<file path="config.mk">
export PLATFORM = sky130hd
export DESIGN_NAME = towsel_top
export DESIGN_NICKNAME = d
export VERILOG_FILES = /design/src/towsel_gen.v /design/src/towsel_top.v
export VERILOG_INCLUDE_DIRS = /design/src
export SDC_FILE = /design/constraint.sdc
export NUM_CORES = 1
export LEC_CHECK = 0
export ABC_CLOCK_PERIOD_IN_PS = 10700
export BUFFER_PORTS_ARGS = -buffer_cell sky130_fd_sc_hd__buf_2
export CAP_MARGIN = 20
export CORE_MARGIN = 3
export CORE_UTILIZATION = 40
export CTS_BUF_LIST = sky130_fd_sc_hd__clkbuf_16
export DETAILED_ROUTE_END_ITERATION = 8
export GPL_ROUTABILITY_DRIVEN = 1
export GPL_TIMING_DRIVEN = 0
export PLACE_DENSITY = 0.6
export REMOVE_ABC_BUFFERS = 1
export SLEW_MARGIN = 20
export SYNTH_ARGS = -nofsm -noshare
export SYNTH_HDL_FRONTEND = slang
export SYNTH_HIERARCHICAL = 1
export SYNTH_SLANG_ARGS = --single-unit
</file>
<file path="constraint.sdc">
create_clock -name clock_i -period 10.7 [get_ports clock_i]
set_clock_uncertainty 0.15 [all_clocks]
set_input_delay 2.14 -clock clock_i [delete_from_list [all_inputs] [get_ports clock_i]]
set_output_delay 2.14 -clock clock_i [all_outputs]
set_load 0.05 [all_outputs]
</file>
<file path="src/towsel_map.vh">
// Purpose: Register offsets, field positions and reset values of the trigger output unit.
// Assumes: Plain register port, word addresses counted by index.
// Notes: Included by the trigger output design files.
`ifndef TOWSEL_MAP_VH
`define TOWSEL_MAP_VH
`define TOWSEL_ADDR_W 3
`define TOWSEL_REG_CTL1 3'h0
`define TOWSEL_REG_WIDTH 3'h1
`define TOWSEL_REG_PAT 3'h2
`define TOWSEL_REG_PULSE 3'h3
`define TOWSEL_REG_TARGET 3'h4
`define TOWSEL_REG_ARM 3'h5
`define TOWSEL_REG_STAT 3'h6
`define TOWSEL_CTL1_MASK 32'hc071ffff
`define TOWSEL_CTL1_RST 32'h00000000
`define TOWSEL_F_CASC 31
`define TOWSEL_F_TAIL 30
`define TOWSEL_F_WAVE_HI 22
`define TOWSEL_F_WAVE_LO 20
`define TOWSEL_F_PIN 16
`define TOWSEL_F_ITER_HI 15
`define TOWSEL_W_FALL 3'h0
`define TOWSEL_W_RISE 3'h1
`define TOWSEL_W_NPULSE 3'h2
`define TOWSEL_W_PPULSE 3'h3
`define TOWSEL_W_NPER 3'h4
`define TOWSEL_W_PPER 3'h5
`define TOWSEL_W_PATT 3'h6
`define TOWSEL_W_RSVD 3'h7
`endif

</file>
<file path="src/towsel_gen.v">
// Purpose: Waveform engine of one trigger output unit.
// Assumes: Widths are counted in clock cycles; start is a one-cycle pulse.
// Notes: Output idles at the level each waveform code calls for.
//
// The plain strobed port and the register addresses were left to the implementer.
`timescale 1ns/1ps
`default_nettype none
`include "towsel_map.vh"
module towsel_gen #(
  parameter CW = 32
) (
  input wire clock_i,
  input wire reset_n_i,
  // Control.
  input wire start_i,
  input wire stop_i,
  input wire [2:0] wave_i,
  input wire [CW-1:0] pulse_w_i,
  input wire [CW-1:0] cycle_w_i,
  input wire [15:0] count_i,
  input wire [15:0] pattern_i,
  input wire casc_i,
  input wire tail_i,
  input wire [15:0] iter_i,
  // Result.
  output reg wave_o,
  output reg busy_o
);
  reg [CW-1:0] tick_q;
  reg [15:0] done_q;
  reg [3:0] bit_q;
  reg [15:0] pass_q;
  reg active_q;
  // Once a waveform has fired, its final level stands until a stop, or the reserved code 111, returns it to idle.
  reg fired_q;

  function idle_level;
    input [2:0] w;
    begin
      idle_level = (w == `TOWSEL_W_FALL) || (w == `TOWSEL_W_NPULSE) || (w == `TOWSEL_W_NPER);
    end
  endfunction

  wire idle = idle_level(wave_i);
  wire [CW-1:0] pw = (pulse_w_i == {CW{1'b0}}) ? {{(CW-1){1'b0}}, 1'b1} : pulse_w_i;
  wire [CW-1:0] cw = (cycle_w_i <= pw) ? pw + {{(CW-1){1'b0}}, 1'b1} : cycle_w_i;
  wire [CW-1:0] bw = (cycle_w_i == {CW{1'b0}}) ? {{(CW-1){1'b0}}, 1'b1} : cycle_w_i;

  always @* begin
    busy_o = active_q;
  end

  always @(posedge clock_i) begin
    if (!reset_n_i) begin
      wave_o <= 1'b0;
      active_q <= 1'b0;
      tick_q <= {CW{1'b0}};
      done_q <= 16'h0000;
      bit_q <= 4'hf;
      pass_q <= 16'h0000;
      fired_q <= 1'b0;
    end else if (stop_i) begin
      active_q <= 1'b0;
      fired_q <= 1'b0;
      wave_o <= idle;
    end else if (start_i && !active_q) begin
      fired_q <= 1'b1;
      tick_q <= {CW{1'b0}};
      done_q <= 16'h0000;
      bit_q <= 4'hf;
      pass_q <= 16'h0000;
      case (wave_i)
        `TOWSEL_W_FALL, `TOWSEL_W_RISE: begin
          wave_o <= ~idle;
        end
        `TOWSEL_W_NPULSE, `TOWSEL_W_PPULSE, `TOWSEL_W_NPER, `TOWSEL_W_PPER: begin
          wave_o <= ~idle;
          active_q <= 1'b1;
        end
        `TOWSEL_W_PATT: begin
          wave_o <= pattern_i[15];
          active_q <= 1'b1;
        end
        default: begin
          wave_o <= idle;
        end
      endcase
    end else if (!active_q) begin
      if (!fired_q || wave_i == `TOWSEL_W_RSVD) begin
        wave_o <= idle;
      end
    end else begin
      tick_q <= tick_q + {{(CW-1){1'b0}}, 1'b1};
      case (wave_i)
        `TOWSEL_W_NPULSE, `TOWSEL_W_PPULSE: begin
          if (tick_q + {{(CW-1){1'b0}}, 1'b1} >= pw) begin
            wave_o <= idle;
            active_q <= 1'b0;
          end
        end
        `TOWSEL_W_NPER, `TOWSEL_W_PPER: begin
          if (tick_q + {{(CW-1){1'b0}}, 1'b1} == pw) begin
            wave_o <= idle;
          end
          if (tick_q + {{(CW-1){1'b0}}, 1'b1} >= cw) begin
            tick_q <= {CW{1'b0}};
            if (count_i != 16'h0000 && done_q + 16'h0001 >= count_i) begin
              active_q <= 1'b0;
              wave_o <= idle;
            end else begin
              done_q <= done_q + 16'h0001;
              wave_o <= ~idle;
            end
          end
        end
        `TOWSEL_W_PATT: begin
          if (tick_q + {{(CW-1){1'b0}}, 1'b1} >= bw) begin
            tick_q <= {CW{1'b0}};
            done_q <= done_q + 16'h0001;
            bit_q <= bit_q - 4'h1;
            if (bit_q == 4'h0) begin
              pass_q <= pass_q + 16'h0001;
            end
            if (casc_i && tail_i && bit_q == 4'h0 && pass_q >= iter_i) begin
              active_q <= 1'b0;
              wave_o <= 1'b0;
            end else if (!(casc_i && tail_i) && !casc_i && count_i != 16'h0000 &&
                         done_q + 16'h0001 >= count_i) begin
              active_q <= 1'b0;
              wave_o <= 1'b0;
            end else begin
              wave_o <= pattern_i[bit_q - 4'h1];
            end
          end
        end
        default: begin
          active_q <= 1'b0;
        end
      endcase
    end
  end
endmodule
`default_nettype wire

</file>
<file path="src/towsel_top.v">
// Function
// - Start waveform when armed and time reached.
// - Codes 000/001 make falling/rising edge.
// - Codes 010/011 make one pulse.
// - Codes 100/101 periodic; zero count endless.
// - Code 110 shifts pattern MSB first, looped.
// - Pattern stops after bit total; zero endless. Cascade (bit 31) ignores bit total.
// - Bit 16 picks first or second pin.
// - Units on one pin are ORed.
// - Tail unit repeats pattern count plus one.
// - No tail: iteration count ignored, endless.
// - Bit 30 marks cascade tail unit.
// Purpose: Register-driven trigger output unit with pin routing.
// Assumes: System time arrives on the same clock; other units arrive as ORed levels.
// Notes: Register reads answer one cycle after the read strobe.
`timescale 1ns/1ps
`default_nettype none
`include "towsel_map.vh"
module towsel_top #(
  parameter CW = 32,
  parameter TW = 64
) (
  input wire clock_i,
  input wire reset_n_i,
  // Register port.
  input wire [`TOWSEL_ADDR_W-1:0] addr_i,
  input wire [31:0] wdata_i,
  input wire wr_i,
  input wire rd_i,
  output reg [31:0] rdata_o,
  // Time and other units.
  input wire [TW-1:0] sys_time_i,
  input wire other_pin1_i,
  input wire other_pin2_i,
  // Pins.
  output reg gp_pin1_o,
  output reg gp_pin2_o
);
  reg [31:0] ctl1_q;
  reg [CW-1:0] width_q;
  reg [31:0] pat_q;
  reg [CW-1:0] pulse_q;
  reg [TW-1:0] target_q;
  reg trigger_arm_q;
  reg start_q;
  wire wave;
  wire busy;
  wire stop = wr_i && addr_i == `TOWSEL_REG_ARM && !wdata_i[0];

  // Arming is cleared when the start pulse is raised, one cycle before the generator acts on it.
  always @(posedge clock_i) begin
    if (!reset_n_i) begin
      ctl1_q <= `TOWSEL_CTL1_RST;
      width_q <= {CW{1'b0}};
      pat_q <= 32'h00000000;
      pulse_q <= {CW{1'b0}};
      target_q <= {TW{1'b0}};
      trigger_arm_q <= 1'b0;
      start_q <= 1'b0;
    end else begin
      start_q <= 1'b0;
      if (trigger_arm_q && sys_time_i >= target_q && !start_q) begin
        start_q <= 1'b1;
        trigger_arm_q <= 1'b0;
      end
      if (wr_i) begin
        case (addr_i)
          `TOWSEL_REG_CTL1: ctl1_q <= wdata_i & `TOWSEL_CTL1_MASK;
          `TOWSEL_REG_WIDTH: width_q <= wdata_i[CW-1:0];
          `TOWSEL_REG_PAT: pat_q <= wdata_i;
          `TOWSEL_REG_PULSE: pulse_q <= wdata_i[CW-1:0];
          `TOWSEL_REG_TARGET: target_q <= {target_q[TW-33:0], wdata_i};
          `TOWSEL_REG_ARM: trigger_arm_q <= wdata_i[0];
          default: begin
          end
        endcase
      end
    end
  end

  always @(posedge clock_i) begin
    if (!reset_n_i) begin
      rdata_o <= 32'h00000000;
    end else if (rd_i) begin
      case (addr_i)
        `TOWSEL_REG_CTL1: rdata_o <= ctl1_q;
        `TOWSEL_REG_WIDTH: rdata_o <= width_q;
        `TOWSEL_REG_PAT: rdata_o <= pat_q;
        `TOWSEL_REG_PULSE: rdata_o <= pulse_q;
        `TOWSEL_REG_TARGET: rdata_o <= target_q[31:0];
        `TOWSEL_REG_ARM: rdata_o <= {31'h00000000, trigger_arm_q};
        `TOWSEL_REG_STAT: rdata_o <= {30'h00000000, wave, busy};
        default: rdata_o <= 32'h00000000;
      endcase
    end else begin
      rdata_o <= 32'h00000000;
    end
  end

  towsel_gen #(.CW(CW)) u_gen (
    .clock_i(clock_i),
    .reset_n_i(reset_n_i),
    .start_i(start_q),
    .stop_i(stop),
    .wave_i(ctl1_q[`TOWSEL_F_WAVE_HI:`TOWSEL_F_WAVE_LO]),
    .pulse_w_i(pulse_q),
    .cycle_w_i(width_q),
    .count_i(pat_q[31:16]),
    .pattern_i(pat_q[15:0]),
    .casc_i(ctl1_q[`TOWSEL_F_CASC]),
    .tail_i(ctl1_q[`TOWSEL_F_TAIL]),
    .iter_i(ctl1_q[`TOWSEL_F_ITER_HI:0]),
    .wave_o(wave),
    .busy_o(busy)
  );

  always @(posedge clock_i) begin
    if (!reset_n_i) begin
      gp_pin1_o <= 1'b0;
      gp_pin2_o <= 1'b0;
    end else begin
      gp_pin1_o <= other_pin1_i | (wave & !ctl1_q[`TOWSEL_F_PIN]);
      gp_pin2_o <= other_pin2_i | (wave & ctl1_q[`TOWSEL_F_PIN]);
    end
  end
endmodule
`default_nettype wire

</file>
# After elaboration in Yosys (flattened, before gate mapping)
# Cells that the tools add are included.
totals:
  ff_bits: 289
  in_bits: 105
  out_inout_bits: 34
  elab_cells: 162
classes:
  add_sub_neg: 5
  n_lt_le_gt_ge: 8
  n_eq_ne: 22
  mux: 53
  bitwise_logic: 7
  reduce_logical: 50
op_table:
  columns: ["op", "count"]
  rows:
  - ["$mux 32", 7]
  - ["$pmux 32 s7", 1]
  - ["$mux 16", 10]
  - ["$ge 32x32->1", 3]
  - ["$add 32x1->32 const B", 2]
  - ["$ge 64x64->1", 1]
  - ["$logic_not 32->1", 2]
  - ["$pmux 32 s2", 1]
  - ["$add 16x1->16 const B", 2]
  - ["$eq 32x32->1", 1]
  - ["$ge 16x16->1", 2]
  - ["$le 32x32->1", 1]
  - ["$pmux 16 s2", 1]
  - ["$mux 1", 25]
  - ["$eq 3x3->1 const B", 7]
  - ["$mux 4", 4]
  - ["$reduce_bool 16->1", 1]
  - ["$reduce_and 2->1", 7]
  - ["$eq 3x2->1 const B", 4]
  - ["$logic_and 1x1->1", 12]
  - ["$ne 6x6->1 const B", 2]
  - ["$ne 5x5->1 const B", 2]
  - ["$reduce_and 5->1", 2]
  - ["$reduce_bool 2->1", 4]
  - ["other kinds (23)", 41]

# Longest topological paths before layout
depth:
  ltp_word: 12
  depth_mapped: 23
  depth_no_buf: 21

# Modules after synthesis
# The synthesis kept the hierarchy.
by_module_without_submodules:
  columns: ["module", "instances", "cells_each", "area_per_inst_um2", "seq_area_each_um2"]
  rows:
  - ["towsel_top", 1, 1247, 9872.0, 4364.2]
  - ["towsel_gen", 1, 1177, 9117.5, 1421.4]

# Least setup slack after synthesis
# Ideal clock, no wire load.
synth_timing:
  path_type: "register to register"
  from: "register pulse_q[17]"
  to: "register u_gen.done_q[8]"
  setup_time_ps: 117
  arrival_ps: 4776
  setup_slack_ps: 5656
  stages_incl_launch_ff: 23
  n_path_buf: 2
  path_cell_list: "dfxtp_1 > nor4_1 > nand4_1 > o21bai_1 > ha_1 > nor2b_1 > o21a_1 > o21a_1 > o21ai_0 > a21oi_1 > a211oi_1 > o21ai_1 > clkbuf_1 > mux2i_1 > ha_1 > nand4_1 > nor4_1 > a21boi_1 > nor4_2 > or4b_1 > buf_2 > a22o_1 > a32o_1"
synth_via:
  elab_chain_len: 7
  word_cells_on_any_way: 8
  classes_between: "1 x add/sub; 2 x order compare; 1 x eq/ne; 2 x mux; 2 x reduce/logical"
synth_rtl:
  columns: ["element", "line", "text"]
  rows:
  - ["start: declaration", "towsel_top.v:42", "reg [CW-1:0] pulse_q;"]
  - ["start signal: assignment", "towsel_top.v:56", "pulse_q <= {CW{1'b0}};"]
  - ["start signal: assignment", "towsel_top.v:71", "`TOWSEL_REG_PULSE: pulse_q <= wdata_i[CW-1:0];"]
  - ["$logic_not 32->1", "towsel_gen.v:45", "wire [CW-1:0] pw = (pulse_w_i == {CW{1'b0}}) ? {{(CW-1){1'b0}}, 1'b1} : pulse_w_i;"]
  - ["$mux 32 *", "towsel_gen.v:45", null]
  - ["$add 32x1->32 / $le 32x32->1 (equally long branches)", "towsel_gen.v:46", "wire [CW-1:0] cw = (cycle_w_i <= pw) ? pw + {{(CW-1){1'b0}}, 1'b1} : cycle_w_i;"]
  - ["$mux 32 *", "towsel_gen.v:46", null]
  - ["$ge 32x32->1 *", "towsel_gen.v:105", "if (tick_q + {{(CW-1){1'b0}}, 1'b1} >= cw) begin"]
  - ["$ne 3x1->1 (no line) *", null, null]
  - ["$reduce_and 6->1 (no line) *", null, null]
  - ["end signal: assignment", "towsel_gen.v:111", "done_q <= done_q + 16'h0001;"]
  - ["end signal: assignment", "towsel_gen.v:119", "done_q <= done_q + 16'h0001;"]
  - ["end: declaration", "towsel_gen.v:30", "reg [15:0] done_q;"]
# Every way passes the cells marked *; elsewhere a longest branch is shown, timed or not.
# A chain may end at the register's enable or synchronous reset.

# Final worst setup path
layout_timing:
  from: "register pulse_q[26]"
  to: "register u_gen.done_q[2]"
# Same word-level chain as after synthesis.

==> out/metrics.yaml <==
drt:
  num_vias: 17800
  drt-wirelength-per-cell_um: 19.39
  drt_first_pass_iters: 5
  route.detailed.drc: 0
  dr.first_iter.drc_count: 1506
  ant_nets: 0
  vias_per_cell: 5.696
  routed_wl_um: 60590
placement:
  gp_congestion: 0.9336
  placed_cells: 3065
  placed_cell_area_sq_um: 20270
  place_hpwl_um: 45610
  numPortBuffers: 138
floorplan:
  start_util_pct: 40.62
  core-area_sq_um: 46750
  rows: 79
  die_area_sq_um: 50120
  pin_count: 139
  die_w_um: 223.9
  die_y_um: 223.9
final_layout:
  drive_gt1_share_pct: 10.17
  syn_to_final_growth_pct: 12.43
  nets: 2828
  fin_area_sq_um: 21350
  fillerInstances: 4626
  instances_no_fill: 3125
worst_setup_path:
  critical_path_class: "register to register"
  crit_start: "pulse_q[26]"
  critical_path_required_ns: 10.96
  reg2reg_from: "pulse_q[26]"
  crit_path_end_kind: "register"
  cp_max_fo: 15
  worstPathArrival_ns: 6.89
  start_kind: "register"
timing:
  setup_violations: 0
  drv_slew: 0
  grt_setup_unrepaired: "no"
  period_minus_slack_ns: 6.633
  finalCritPeriodShare_pct: 61.99
  finalHoldViolCount: 0
  max_slew.worst_pin.slew_ns: 1.079
  slew_headroom_pct: 27.93
  fmax_mhz: 150.8
  setup_tns_ns: 0
clock_network:
  h-tree-depth: 2
  cts_made_buffers: 34
  ctsResizeCount: 0
  clockBufferDepth: 3
  clk_pin_slew_ns: 0.06
  ctsHoldBuffers: 0
  cts_sinks: 289
  cts_root_buf: "clkbuf_16"
  post_cts_buffers: 0
  cts_tree: "built"
  insertion_delay_ns: 0.53
pwr:
  power-per-cell-area_nw_per_um2: 120.5
  irDropWorstVdd_uv: 80.44
  p_leak_nw: 8.266
outcome:
  status: "finished, final reports clean"
synth:
  syn_inst: 2424
  synth-async-reset-ratio_pct: 0
  synth_area_per_cell_sq_um: 7.834
  yosysWarnings: 6
  synthesis.area_sq_um: 18990
  ys_seq_area_share_pct: 30.47
  synthMostInstantiatedCell: "nand2_1"
  synth_area_leaders: "dfxtp_1 (30%), ha_1 (15%), nand2_1 (9.6%)"
  synth-main-ff-cell: "dfxtp_1"
  synth_top_area_share_pct: 30.47
  synth_edf_count: 0
  synth_common_cells: "nand2_1 (488), a21oi_1 (300), dfxtp_1 (289)"
  yosys.area.top_type: "dfxtp_1"
  synth_cell_type_count: 80
  synth-seq-cells: 289
worst_hold_path:
  hp-start: "target_q[42]"
  hp-class: "register to register"
global_route:
  grt_max_degree: 95
  overflow: 0
  antenna_found_initial: 1
  grt_pass1_vias: 17200
  grt.total_usage_pct: 23.44
  grt_pass1_wl_um: 94920
flow_run:
  drv_cap: 0
layer usage:
layer / up-vias / part of all wire [%] / track usage, %
li1: 8653 / - / -
met1: 8449 / 44 / 31.29
met2: 616 / 46 / 39.27
met3: 83 / 7.0 / 3.538
met4: 0 / 2.4 / 7.099
met5: - / 0 / 0
registers in the layout, indices dropped and copies added (netlist names):
name and count:
ctl1_q 22, gp_pin1_o 1, gp_pin2_o 1, pat_q 32, pulse_q 32, rdata_o 32
start_q 1, target_q 64, trigger_arm_q 1, u_gen/bit_q 4, u_gen/busy_o 1, u_gen/done_q 16
u_gen/fired_q 1, u_gen/pass_q 16, u_gen/tick_q 32, u_gen/wave_o 1, width_q 32
kinds of logic after synthesis:
family	synth area share [%]
muxes	5.041
adders and majority gates	15.09
buffers and inverters	5.983
xor gates and xnor gates	4.098
AOI/OAI and AO/OA	17.07
DFF	30.47
and+or+nand+nor	22.26
critical path: stages, from the launching register on:
cell      delay [ns]
dfxtp_1         0.43
nor4_1          0.39
nand4_1         0.26
o21bai_1        0.46
ha_1            0.26
nand3_1         0.16
nor2_1          0.26
nand2_1         0.20
nor3_1          0.43
and4_1          0.35
nand2_1         0.09
xnor2_1         0.16
mux2i_1         0.14
ha_1            0.35
nand4_1         0.13
nor4_1          0.52
a21boi_1        0.30
nor4_2          0.14
nor4b_4         0.84
o22ai_1         0.17
a32o_1          0.32
area by class of cell:
| cell class | instances | area [sq um] | share of cell area (%) |
|---|---|---|---|
| multi-input combinational | 1842 | 12170 | 56.99 |
| antenna | 1 | 2.502 | 0.01172 |
| timing repair buffer | 150 | 898.4 | 4.208 |
| inverter | 177 | 671.9 | 3.147 |
| clock inverter | 24 | 188.9 | 0.8849 |
| sequential | 289 | 5786 | 27.10 |
| tap | 607 | 759.5 | 3.557 |
| clock buffer | 35 | 875.8 | 4.102 |
path summary, 6_finish.rpt:
check	endpoint	slack, ns	cells after the start
max	u_gen/done_q[2]	4.07	20
min	target_q[42]	0.30	2
max reg2reg	u_gen/done_q[2]	4.07	20
min reg2reg	target_q[42]	0.30	2
per-stage QoR:
step           hold WS, ns  utilization, %  power [mW]  setup WS, ns
6_report            0.3037           45.67       2.572         4.067
5_1_grt             0.3255           45.67       2.661         3.669
4_1_cts             0.3055           45.64       2.588         3.994
3_5_place_dp        0.2973           43.36       1.472         3.455
3_3_place_gp        0.2954           42.71       1.458         2.000
2_1_floorplan       0.2863               -       1.340         4.295
placed cells by master, fill, tap and decap left out, types with 7 or more instances in the layout:
master	n
a2111oi_0	10
a211oi_1	19
a21o_1	21
a21oi_1	299
a221oi_1	12
a22oi_1	12
a32o_1	10
a32oi_1	12
and2_1	9
and3_1	17
buf_2	137
clkbuf_16	35
dfxtp_1	289
ha_1	229
inv_1	183
mux2i_1	36
mux4_2	26
nand2_1	487
nand2b_1	15
nand3_1	60
nand4_1	56
nor2_1	144
nor2b_1	29
nor3_1	24
nor4_1	32
o211ai_1	9
o21a_1	7
o21ai_0	37
o21ai_1	14
o22ai_1	7
or4_1	8
xnor2_1	67
xor2_1	20
where the power goes:
part           internal [mW]  total, mW  switching [mW]
clock                  0.645       1.12           0.475
sequential              1.09       1.11          0.0229
combinational          0.132      0.340           0.208
Note: power is estimated with default switching activity, not from simulation.
